===== config.mk =====
export PLATFORM = sky130hd
export DESIGN_NAME = smpr_router
export DESIGN_NICKNAME = d
export VERILOG_FILES = /design/src/hw/smpr_resp_fifo.v /design/src/hw/smpr_router.v
export VERILOG_INCLUDE_DIRS = /design/src /design/src/hw
export SDC_FILE = /design/constraint.sdc
export NUM_CORES = 1
export LEC_CHECK = 0
export BUFFER_PORTS_ARGS = -buffer_cell sky130_fd_sc_hd__buf_2
export CELL_PAD_IN_SITES_DETAIL_PLACEMENT = 0
export CELL_PAD_IN_SITES_GLOBAL_PLACEMENT = 2
export CORE_MARGIN = 2
export CORE_UTILIZATION = 27
export DETAILED_ROUTE_END_ITERATION = 8
export HOLD_SLACK_MARGIN = 0.08
export PLACE_DENSITY = 0.82
export SLEW_MARGIN = 10
export SYNTH_ARGS = -nofsm -noshare
export SYNTH_HDL_FRONTEND = slang
export SYNTH_SLANG_ARGS = --single-unit
export TNS_END_PERCENT = 100

===== constraint.sdc =====
create_clock -name clock -period 3.3 [get_ports clock]
set_input_delay 0.165 -clock clock [delete_from_list [all_inputs] [get_ports clock]]
set_output_delay 0.165 -clock clock [all_outputs]
set_load 0.1 [all_outputs]

===== src/hw/smpr_map.vh =====
// How it works
// Direct window at 0x0C000000 goes to SRAM
// Extended window from 0x80000000, DDR or SRAM
// After reset extended window maps to DDR
// Extension registers redirect extended segments to SRAM
// SRAM and DDR paths run independently
// Every write returns status, streams merged; unmapped writes only set decode_err_ff, no status
// SRAM responses win over DDR responses
// Full DDR response queue stalls, never drops
// Coherence source 0x52 waits for write status
// Masters avoid extended aliases of SRAM
// Each response carries requester source id
`ifndef SMPR_MAP_VH
`define SMPR_MAP_VH
`define SMPR_DIRECT_BASE 32'h0C00_0000
`define SMPR_DIRECT_MASK 32'hFF00_0000
`define SMPR_EXT_BASE 32'h8000_0000
`define SMPR_EXT_MASK 32'h8000_0000
`define SMPR_COH_SID 8'h52
`define SMPR_SEG_LSB 27
`define SMPR_SEG_W 4
`define SMPR_SRAM_OFS_MASK 32'h00FF_FFFF
`define SMPR_MAP_RST 16'h0000
`endif


===== src/hw/smpr_resp_fifo.v =====
`timescale 1ns/1ps
module smpr_resp_fifo #(
   parameter W = 10,
   parameter DEPTH_LOG2 = 2
) (
   input wire clock,
   input wire rst_n,
   input wire in_valid,
   output wire in_ready,
   input wire [W-1:0] in_data,
   output wire out_valid,
   input wire out_ready,
   output reg [W-1:0] out_data
);
   localparam DEPTH = 1 << DEPTH_LOG2;
   reg [W-1:0] mem [0:DEPTH-1];
   reg [DEPTH_LOG2:0] wp_ff;
   reg [DEPTH_LOG2:0] rp_ff;
   reg full_q;
   reg have_ff;
   wire empty_mem;
   wire push;
   wire pop_mem;
   assign empty_mem = (wp_ff == rp_ff);
   always @*
   begin
      full_q = (wp_ff[DEPTH_LOG2] != rp_ff[DEPTH_LOG2]) &&
         (wp_ff[DEPTH_LOG2-1:0] == rp_ff[DEPTH_LOG2-1:0]);
   end
   assign in_ready = ~full_q;
   assign push = in_valid & ~full_q;
   assign out_valid = have_ff;
   // Refill the registered output stage when it empties or is taken
   assign pop_mem = ~empty_mem & (~have_ff | out_ready);
   always @(posedge clock)
   begin
      if (push)
      begin
         mem[wp_ff[DEPTH_LOG2-1:0]] <= in_data;
      end
      if (pop_mem)
      begin
         out_data <= mem[rp_ff[DEPTH_LOG2-1:0]];
      end
   end
   always @(posedge clock)
   begin
      if (!rst_n)
      begin
         wp_ff <= {(DEPTH_LOG2+1){1'b0}};
         rp_ff <= {(DEPTH_LOG2+1){1'b0}};
         have_ff <= 1'b0;
      end
      else
      begin
         if (push)
         begin
            wp_ff <= wp_ff + 1'b1;
         end
         if (pop_mem)
         begin
            rp_ff <= rp_ff + 1'b1;
            have_ff <= 1'b1;
         end
         else if (out_ready)
         begin
            have_ff <= 1'b0;
         end
      end
   end
endmodule


===== src/hw/smpr_router.v =====
`timescale 1ns/1ps
`include "smpr_map.vh"
module smpr_router #(
   parameter SID_W = 8,
   parameter DDR_Q_LOG2 = 2
) (
   input wire clock,
   input wire rst_n,
   input wire req_valid,
   output wire req_ready,
   input wire [31:0] req_addr,
   input wire req_write,
   input wire [SID_W-1:0] req_sid,
   input wire [15:0] ext_sram_map,
   output wire sram_req_valid,
   input wire sram_req_ready,
   output wire [31:0] sram_req_addr,
   output wire sram_req_write,
   output wire [SID_W-1:0] sram_req_sid,
   output wire sram_req_ext,
   input wire sram_rsp_valid,
   output wire sram_rsp_ready,
   input wire sram_rsp_write,
   input wire [SID_W-1:0] sram_rsp_sid,
   input wire sram_rsp_ext,
   output wire ddr_req_valid,
   input wire ddr_req_ready,
   output wire [31:0] ddr_req_addr,
   output wire ddr_req_write,
   output wire [SID_W-1:0] ddr_req_sid,
   input wire ddr_rsp_valid,
   output wire ddr_rsp_ready,
   input wire ddr_rsp_write,
   input wire [SID_W-1:0] ddr_rsp_sid,
   output reg rsp_valid_ff,
   input wire rsp_ready,
   output reg rsp_write_ff,
   output reg [SID_W-1:0] rsp_sid_ff,
   output reg rsp_from_ddr_ff,
   output reg decode_err_ff,
   output reg coh_wait_ff
);
   // Output slot owner: which path filled the response register
   localparam ST_IDLE = 3'b001;
   localparam ST_SRAM = 3'b010;
   localparam ST_DDR = 3'b100;
   reg [2:0] state_ff;
   reg [2:0] nxt_state;
   reg [15:0] map_ff;
   wire hit_direct;
   wire hit_ext;
   wire ext_to_sram;
   wire ddr_q_valid;
   wire ddr_q_ready;
   wire ddr_q_write;
   wire [SID_W-1:0] ddr_q_sid;
   wire take_sram;
   wire take_ddr;
   wire out_free;
   wire coh_issue;
   wire coh_done;
   localparam COH_CNT_W = 8;
   reg [COH_CNT_W-1:0] coh_cnt_ff;
   reg [COH_CNT_W-1:0] nxt_coh_cnt;

   // Direct window is a fixed 16 MB slice of shared SRAM
   function in_direct;
      input [31:0] addr;
      begin
         in_direct = ((addr & `SMPR_DIRECT_MASK) == `SMPR_DIRECT_BASE);
      end
   endfunction

   function in_ext;
      input [31:0] addr;
      begin
         in_ext = ((addr & `SMPR_EXT_MASK) == `SMPR_EXT_BASE);
      end
   endfunction

   function [31:0] rebase_sram;
      input [31:0] addr;
      begin
         rebase_sram = (addr & `SMPR_SRAM_OFS_MASK) | `SMPR_DIRECT_BASE;
      end
   endfunction

   function seg_sram;
      input [31:0] addr;
      input [15:0] map;
      begin
         seg_sram = map[addr[`SMPR_SEG_LSB+`SMPR_SEG_W-1:`SMPR_SEG_LSB]];
      end
   endfunction

   assign hit_direct = in_direct(req_addr);
   assign hit_ext = in_ext(req_addr);
   // Map resets to all-DDR; a set bit sends that 128 MB segment to SRAM
   assign ext_to_sram = hit_ext & seg_sram(req_addr, map_ff);

   // Separate request paths to each memory
   assign sram_req_valid = req_valid & (hit_direct | ext_to_sram);
   assign sram_req_addr = hit_direct ? req_addr : rebase_sram(req_addr);
   assign sram_req_write = req_write;
   assign sram_req_sid = req_sid;
   assign sram_req_ext = ext_to_sram;
   assign ddr_req_valid = req_valid & hit_ext & ~ext_to_sram;
   assign ddr_req_addr = req_addr;
   assign ddr_req_write = req_write;
   assign ddr_req_sid = req_sid;
   // Unmapped requests are accepted and flagged
   assign req_ready = hit_direct | ext_to_sram ? sram_req_ready :
      (hit_ext ? ddr_req_ready : 1'b1);

   // DDR responses buffered; full queue holds off the DDR side
   smpr_resp_fifo #(
      .W(SID_W + 1),
      .DEPTH_LOG2(DDR_Q_LOG2)
   ) u_ddr_q (
      .clock(clock),
      .rst_n(rst_n),
      .in_valid(ddr_rsp_valid),
      .in_ready(ddr_rsp_ready),
      .in_data({ddr_rsp_write, ddr_rsp_sid}),
      .out_valid(ddr_q_valid),
      .out_ready(ddr_q_ready),
      .out_data({ddr_q_write, ddr_q_sid})
   );

   // Output slot is free when empty or being taken this cycle
   assign out_free = ~rsp_valid_ff | rsp_ready;
   always @*
   begin
      nxt_state = ST_IDLE;
      case (state_ff)
         ST_IDLE, ST_SRAM, ST_DDR:
         begin
            if (!out_free)
            begin
               nxt_state = state_ff;
            end
            else if (sram_rsp_valid)
            begin
               nxt_state = ST_SRAM;
            end
            else if (ddr_q_valid)
            begin
               nxt_state = ST_DDR;
            end
         end
         default:
         begin
            nxt_state = ST_IDLE;
         end
      endcase
   end
   assign take_sram = out_free & (nxt_state == ST_SRAM);
   assign take_ddr = out_free & (nxt_state == ST_DDR);
   assign sram_rsp_ready = out_free;
   assign ddr_q_ready = take_ddr;

   // Only decoded writes ever get a completion, so only they are counted
   assign coh_issue = req_valid & req_ready & req_write &
      (hit_direct | hit_ext) & (req_sid == `SMPR_COH_SID);
   assign coh_done = rsp_valid_ff & rsp_ready & rsp_write_ff &
      (rsp_sid_ff == `SMPR_COH_SID);

   // Several coherence writes may be in flight; issue and completion in
   // one cycle cancel, so the wait never drops early
   always @*
   begin
      nxt_coh_cnt = coh_cnt_ff;
      if (coh_issue && !coh_done)
      begin
         nxt_coh_cnt = coh_cnt_ff + 1'b1;
      end
      else if (coh_done && !coh_issue && (|coh_cnt_ff))
      begin
         nxt_coh_cnt = coh_cnt_ff - 1'b1;
      end
   end

   always @(posedge clock)
   begin
      if (!rst_n)
      begin
         state_ff <= ST_IDLE;
         map_ff <= `SMPR_MAP_RST;
         rsp_valid_ff <= 1'b0;
         rsp_write_ff <= 1'b0;
         rsp_sid_ff <= {SID_W{1'b0}};
         rsp_from_ddr_ff <= 1'b0;
         decode_err_ff <= 1'b0;
         coh_wait_ff <= 1'b0;
         coh_cnt_ff <= {COH_CNT_W{1'b0}};
      end
      else
      begin
         state_ff <= nxt_state;
         map_ff <= ext_sram_map;
         decode_err_ff <= req_valid & ~hit_direct & ~hit_ext;
         if (take_sram)
         begin
            rsp_valid_ff <= 1'b1;
            rsp_write_ff <= sram_rsp_write;
            rsp_sid_ff <= sram_rsp_sid;
            rsp_from_ddr_ff <= 1'b0;
         end
         else if (take_ddr)
         begin
            rsp_valid_ff <= 1'b1;
            rsp_write_ff <= ddr_q_write;
            rsp_sid_ff <= ddr_q_sid;
            rsp_from_ddr_ff <= 1'b1;
         end
         else if (rsp_ready)
         begin
            rsp_valid_ff <= 1'b0;
         end
         coh_cnt_ff <= nxt_coh_cnt;
         // Coherence writer stalls until its last write completes
         coh_wait_ff <= (nxt_coh_cnt != {COH_CNT_W{1'b0}});
      end
   end
endmodule


# Yosys cells after proc, flatten, opt, wreduce, memory -nomap -nowiden
# Memory sizes are Yosys's and may differ from the RTL's. A register that Yosys moved wholly into a read port is not among the register bits.
# Cells that the tools add are included.
# totals
register_bits,47
memories,1
in_bits,84
word_cells,93
mem_bits_rw,36
# memory_table
name,words,word_bits,rd,rd_ports_with_merged_regs,write_ports,line,source
u_ddr_q.mem,4,9,1,1,1,smpr_resp_fifo.v:16,reg [W-1:0] mem [0:DEPTH-1];
# classes
n_addsub,4
n_reduce_logical,13
n_eq_ne,11
muxes,22
bitwise,29
order_cmp,1
# ops
op,count
$mux W32,1
$mux W8,4
$and A1 B1 Y1,17
$eq A8 B7 Y1 const B,2
$mux W1,12
$mux W3,4
$add A8 B1 Y8 const B,1
$eq A8 B4 Y1 const B,1
$not A1 Y1,8
$reduce_bool A8 Y1,1
$reduce_or A8 Y1,1
$sub A8 B1 Y8 const B,1
$add A3 B1 Y3 const B,2
$eq A3 B2 Y1 const B,2
$eq A3 B3 Y1 const B,2
$lt A4 B5 Y1 const B,1
$bmux W1 S4,1
$logic_and A1 B1 Y1,4
$or A1 B1 Y1,4
$reduce_bool A2 Y1,2
$eq A3 B1 Y1 const B,1
$eq A3 B3 Y1,1
$reduce_bool A3 Y1,1
$reduce_or A3 Y1,1
4 further kinds,5

# Depth between registers and ports, before layout
# logic_depth
word_depth,15
depth_mapped,9
mapped_depth_nobuf,9

# By module
# Synthesis repeated with hierarchy kept, for this count alone.
# hier_totals
cells_unflattened,453
area_unflattened_um2,4924.7
# modules_own_cells
module,cells_each,area_per_inst_um2,n_inst
smpr_router,322,2747.6,1
smpr_resp_fifo,131,2177.1,1

# Worst setup path before layout
# Ideal clock, no wire load.
# synth_timing
kind,register -> output
startpoint,register map_ff[5]
endpoint,output port sram_req_valid
arrival_time_ns,3.652
path_stages_with_launch,7
n_path_buf,0
slack_ns,-0.517
path_cell_list,dfxtp_1 -> mux4_1 -> mux4_2 -> inv_1 -> nor2_1 -> nor2_1 -> nor2b_1
# synth_via
elab_chain_cells,5
# synth_lines
item,line,source
from (decl),smpr_router.v:49,reg [15:0] map_ff;
from (signal assigned),smpr_router.v:188,map_ff <= `SMPR_MAP_RST;
from (signal assigned),smpr_router.v:200,map_ff <= ext_sram_map;
$bmux W1 S4,smpr_router.v:92,seg_sram = map[addr[`SMPR_SEG_LSB+`SMPR_SEG_W-1:`SMPR_SEG_LSB]];
$mux W1,smpr_router.v:92,
$and A1 B1 Y1,smpr_router.v:99,"assign ext_to_sram = hit_ext & seg_sram(req_addr, map_ff);"
net sram_req_ext,smpr_router.v:20,"output wire sram_req_ext,"
$or A1 B1 Y1,smpr_router.v:102,assign sram_req_valid = req_valid & (hit_direct | ext_to_sram);
$and A1 B1 Y1,smpr_router.v:102,
to (decl),smpr_router.v:15,"output wire sram_req_valid,"
# The timed path passes the listed nets, and every way through them passes these cells. The select of a mux whose other input is x is not followed.

# Worst setup path after layout
# layout_timing
startpoint,register map_ff[7]
endpoint,register coh_wait_ff
# layout_via
elab_chain_cells,15
elab_cells_between_ends,16
# layout_lines
item,line,source
$bmux W1 S4 (*),smpr_router.v:92,
$mux W1 (*),smpr_router.v:92,
$and A1 B1 Y1 (*),smpr_router.v:99,
$or A1 B1 Y1 (*),smpr_router.v:112,assign req_ready = hit_direct | ext_to_sram ? sram_req_ready :
$mux W1 (*),smpr_router.v:112,
$and A1 B1 Y1 (*) (4 in a row),smpr_router.v:163,assign coh_issue = req_valid & req_ready & req_write &
$logic_not A1 Y1,smpr_router.v:177,else if (coh_done && !coh_issue && (|coh_cnt_ff))
$logic_and A1 B1 Y1 (2 in a row),smpr_router.v:177,
$mux W8,smpr_router.v:177,
$mux W8 (*),smpr_router.v:173,if (coh_issue && !coh_done)
$reduce_bool A8 Y1 (*),smpr_router.v:222,coh_wait_ff <= (nxt_coh_cnt != {COH_CNT_W{1'b0}});
to (signal assigned),smpr_router.v:222,
to (decl),smpr_router.v:41,output reg coh_wait_ff
# Mark *: on every way between the ends. The rest lies on a longest branch, timed or not. The select of a mux whose other input is x is not followed.
# A chain may end at the register's enable or synchronous reset.

==> results.md <==
- Entering global routing, the biggest net connects between 40 and 50 pins.
- Counting both buffers and inverters, the worst setup path holds a total of 0.
- The later pin in the worst-skew pair is clocked with a latency of around 0.33 ns.
- The worst setup path is captured at a register.
- The number of distinct library cells after synthesis is 54.
- The antenna diode count is 0.
- The H-tree was split into 3 levels.
- Detailed placement ended at an HPWL of around 6300 um.
- The flow ran to the end, and the final reports show no timing, DRC or antenna violations.
- The total via count in the routed design is 2,862.
- The number of standard cells after synthesis is between 300 and 400.
- The count of final setup violators is 0.
- The post-synthesis instance area is ~4500 um2.
- The analysis attributes to cell leakage a power of about 2.1 nW.
- For this design the ratio of total power to cell area is between 600 and 700 nW/um2.
- Counting along the longest clock path gives a buffer depth of 2.
- The core region is 16,520 um2.
- Dividing the detail-routed via count by the number of cells gives roughly 4.2.
- The most frequently used flop master after synthesis is sky130_fd_sc_hd__dfxtp_1.
- The category of the most critical setup path is register to register.
- The congestion estimate from routability-driven global placement came to 0.7960.
- The multi-input combinational cell area is about 1600 um2.
- The number of top-level pins is 185.
- The number of clock buffers added by TritonCTS is 9.
- For the final routed database, the setup TNS stands at 0 ns.
- In the final design database the tool counted 543 nets.
- The class of the tightest hold or removal check is primary input to register.
- In this run the tool buffered the top-level ports with just over 100 buffer cells.
- The required time at the worst-slack endpoint is ~3.5 ns.
- The max-slew violation count came to 0.
- On the critical path, the stage with the largest delay is an instance of sky130_fd_sc_hd__mux4_2.
- The worst clock skew is around 0.009 ns.
- Sequential cells were found to cover 50.54% of the synthesized design area.
- Max-cap violations in this run came to 0.
- Walking the worst path, the cells encountered are mux4_1, mux4_2, or3_4, a21bo_2, o2bb2ai_1, xor2_1, or4_1, o31a_1.
- In this run the register-to-register setup slack is 0.12 ns.
- The most frequently used cell type in the post-synthesis netlist is sky130_fd_sc_hd__buf_4.
- The number of search-and-repair iterations in the first detailed-routing pass is 4.
- The register area is approximately 2300 um2.
- For this block, the routed nets add up to roughly 8700 um of wire.
- The total congestion overflow is 0.
- After clock tree synthesis, the clock-pin slew on the worst setup and hold paths is roughly 0.07 ns.
- For this run, the top clock speed supported by timing is 314.7 MHz.
- TritonCTS built the clock tree.
- The met1 track utilization from global routing is roughly 12%.
- In the global route stage, met2 resource usage came out at 16.78%.
- The destination of the worst register-to-register timing path is coh_wait_ff.
- The number of filler cells placed in the layout is approximately 1,700.
- The final routed DRC violation total is 0.
- The clock root buffer is sky130_fd_sc_hd__clkbuf_16.
- After global routing, the most crowded layer is met2.
- The fraction of final layout cells sized beyond drive strength 1 is between 30% and 40%.
- The gate family responsible for the most delay along the worst path is multiplexers.
- Measured along the y axis, the die boundary spans 133.6 um.
- The final period demand of the worst path is between 3 and 4 ns.
- The via count of the first global-routing pass is a little under 3,000.
- Headroom to the max-slew limit came out at ~46%.
- The net load switching power is 1.279 mW.
- STA classifies the critical path startpoint as a register.
- The end of the worst hold path is state_ff[1].
- The share of the synthesized area in the top cell type is around 30%.
- The horizontal die dimension is roughly 130 um.
- For this run, the slowest stage of the critical path takes ~0.52 ns.
- The synthesized area per cell is roughly 12 um2.
- The worst register-to-register path has a depth of 8.
- Net switching is around 37% of the power.
- The portion of total power attributed to the clock network is just under 30%.
- The final hold violation count is 0.
- Ranked by total cell area, the synthesized netlist is headed by sky130_fd_sc_hd__edfxtp_1, sky130_fd_sc_hd__dfxtp_1, sky130_fd_sc_hd__buf_4, sky130_fd_sc_hd__mux4_2, sky130_fd_sc_hd__and2_1.
- OpenSTA, run right after detailed placement, puts the worst setup slack at -0.04835 ns.
- The area of the die is 17,850 um2.
- The largest total area in the synthesized netlist belongs to sky130_fd_sc_hd__edfxtp_1.
- The commonest cells after synthesis are sky130_fd_sc_hd__buf_4, sky130_fd_sc_hd__dfxtp_1, sky130_fd_sc_hd__edfxtp_1.
- In the post-route analysis, the smallest setup slack over all paths is ~0.12 ns.
- In this run, flip-flops and latches consume a little over two fifths of the power.
- Yosys printed 0 warnings.
- The number of antenna violations at the first check in global routing is 0.
- Setup repair after global routing left no endpoint under its margin.
- The worst endpoint data arrival time is between 3 and 4 ns.
- For this design, the sink count on the clock tree is 92.
- The detail route stage leaves a number of antenna-violating nets equal to 0.
- The number of enable-type register cells in the synthesized netlist is 45.
- The cell count of the worst hold path is 4.
- The first global-routing pass estimated between 10,000 and 15,000 um of wire.
- The startpoint identified for the worst hold timing path is rsp_ready.
- For this run, the total global-route usage over all layers was measured as 9.828%.
- The met3 global-route usage is roughly 2%.
- The worst ir drop on vdd is roughly 0.00039 V.
- Counting flops with an async set or reset pin after synthesis yields a share of 0%.
- Along the worst path, the maximum fanout reaches 8.
- The final period utilization is between 90 and 100%.
- The area growth from synthesis to layout is 17.32%.
- In the final routed layout, each cell accounts on average for between 10 and 15 um.
- Combinational logic burns between 20 and 30% of the power.
- The initialized floorplan defines 47 standard-cell rows.
- The starting density of the core is 27.45%.
- The worst register-to-register path begins at map_ff[7].
- The power consumption is between 3 and 4 mW.
- The measured slew at the worst slew-check pin is approximately 0.8 ns.
- The synthesized design contains 92 register bits.
- The first-iteration detailed-routing DRC count is 101.
- The internal power is approximately 2.2 mW.
## per-layer routing
layer	part of all wire, %	wire length, um
met1	42	3666
met2	54	4634
met3	3.1	265
met4	1.0	87
met5	0	0
## layout by cell type (no fill, tap or decap), types with 2 or more instances in the layout
master	netlist	final
sky130_fd_sc_hd__a2111oi_0	3	3
sky130_fd_sc_hd__a21boi_0	3	3
sky130_fd_sc_hd__a21oi_1	3	3
sky130_fd_sc_hd__a221oi_1	10	10
sky130_fd_sc_hd__a41oi_1	3	3
sky130_fd_sc_hd__and2_1	28	28
sky130_fd_sc_hd__and3_1	6	6
sky130_fd_sc_hd__buf_2	0	103
sky130_fd_sc_hd__buf_4	82	8
sky130_fd_sc_hd__clkbuf_16	0	9
sky130_fd_sc_hd__clkinv_4	0	2
sky130_fd_sc_hd__conb_1	2	8
sky130_fd_sc_hd__dfxtp_1	47	45
sky130_fd_sc_hd__dfxtp_2	0	2
sky130_fd_sc_hd__dlygate4sd3_1	0	27
sky130_fd_sc_hd__edfxtp_1	45	45
sky130_fd_sc_hd__ha_1	8	8
sky130_fd_sc_hd__inv_1	9	9
sky130_fd_sc_hd__inv_8	0	3
sky130_fd_sc_hd__mux2i_1	3	3
sky130_fd_sc_hd__mux4_1	4	4
sky130_fd_sc_hd__mux4_2	10	10
sky130_fd_sc_hd__nand2_1	22	22
sky130_fd_sc_hd__nand2b_1	3	3
sky130_fd_sc_hd__nand3_1	3	3
sky130_fd_sc_hd__nand3b_1	2	2
sky130_fd_sc_hd__nand4b_1	2	2
sky130_fd_sc_hd__nor2_1	16	16
sky130_fd_sc_hd__nor2b_1	16	15
sky130_fd_sc_hd__nor3_1	6	6
sky130_fd_sc_hd__nor4_1	2	2
sky130_fd_sc_hd__or3_1	2	2
sky130_fd_sc_hd__xnor2_1	8	8
sky130_fd_sc_hd__xor2_1	7	7
## worst min-delay path, cell delays in order
cell,delay [ns]
sky130_fd_sc_hd__buf_2,0.09
sky130_fd_sc_hd__nor2b_1,0.09
sky130_fd_sc_hd__nand2_1,0.08
sky130_fd_sc_hd__a21oi_1,0.05
## registers in the layout (all words and copies together), names as in the netlist
signal,cells
map_ff,16
rsp_valid_ff,1
u_ddr_q.mem,36
rsp_sid_ff,8
u_ddr_q.out_valid,1
u_ddr_q.out_data,9
u_ddr_q.rp_ff,3
rsp_from_ddr_ff,1
rsp_write_ff,1
u_ddr_q.wp_ff,3
state_ff,3
coh_wait_ff,1
decode_err_ff,1
coh_cnt_ff,8
## metrics by stage
stage / util, % / cells / instance area, um2 / hold WS (ns)
after CTS: 32.20 / 676 / 5321 / 0.1790
after global routing: 32.20 / 676 / 5321 / 0.2113
final: 32.20 / 676 / 5321 / 0.1949
after floorplan: - / 395 / 4564 / 0.2416
after detailed placement: 28.75 / 633 / 4751 / 0.3310
after global placement: 28.75 / 633 / 4751 / 0.3310
## worst max path at each step
stage,start,endpoint,slack [ns],cells after the start
5_1_grt,rsp_sid_ff[0],coh_wait_ff,0.01,9
4_1_cts,map_ff[7],coh_wait_ff,0.08,8
6_report,map_ff[7],coh_wait_ff,0.12,8
3_5_place_dp,req_addr[29],coh_wait_ff,-0.05,9
3_3_place_gp,req_addr[29],coh_wait_ff,-0.02,9
2_1_floorplan,map_ff[5],sram_req_valid,-0.03,6
## repair_timing
action,in CTS,in global routing
setup buffers,0,0
setup endpoints to repair,0,1
gates resized for setup,0,1
hold buffers,27,0
hold endpoints to repair,53,0
## cell type report
type,count,share of cell area [%]
clock inverter,7,1.411
tap,220,5.173
timing repair buffer,138,15.89
clock buffer,9,4.232
multi-input combinational,200,29.44
inverter,10,0.7289
sequential,92,43.12
## cell families after synthesis
logic type,synth area share [%]
other,0.1656
buffers and inverters,15.48
XOR/XNOR,2.897
flip-flops,50.54
adder cells (fa/ha/maj),2.207
AO/OA/AOI/OAI,6.290
AND/OR/NAND/NOR,14.48
multiplexers,7.945
## power groups by stage
stage	clock, mW	combinational (mW)	sequential [mW]
global route	1.08	1.09	1.48
CTS	1.04	1.03	1.47
global placement	0	0.989	1.49
floorplan	0	0.887	1.68
finish	1.01	1.01	1.47
detailed placement	0	1.00	1.49
No activity file was read; power rests on OpenSTA's default activity.
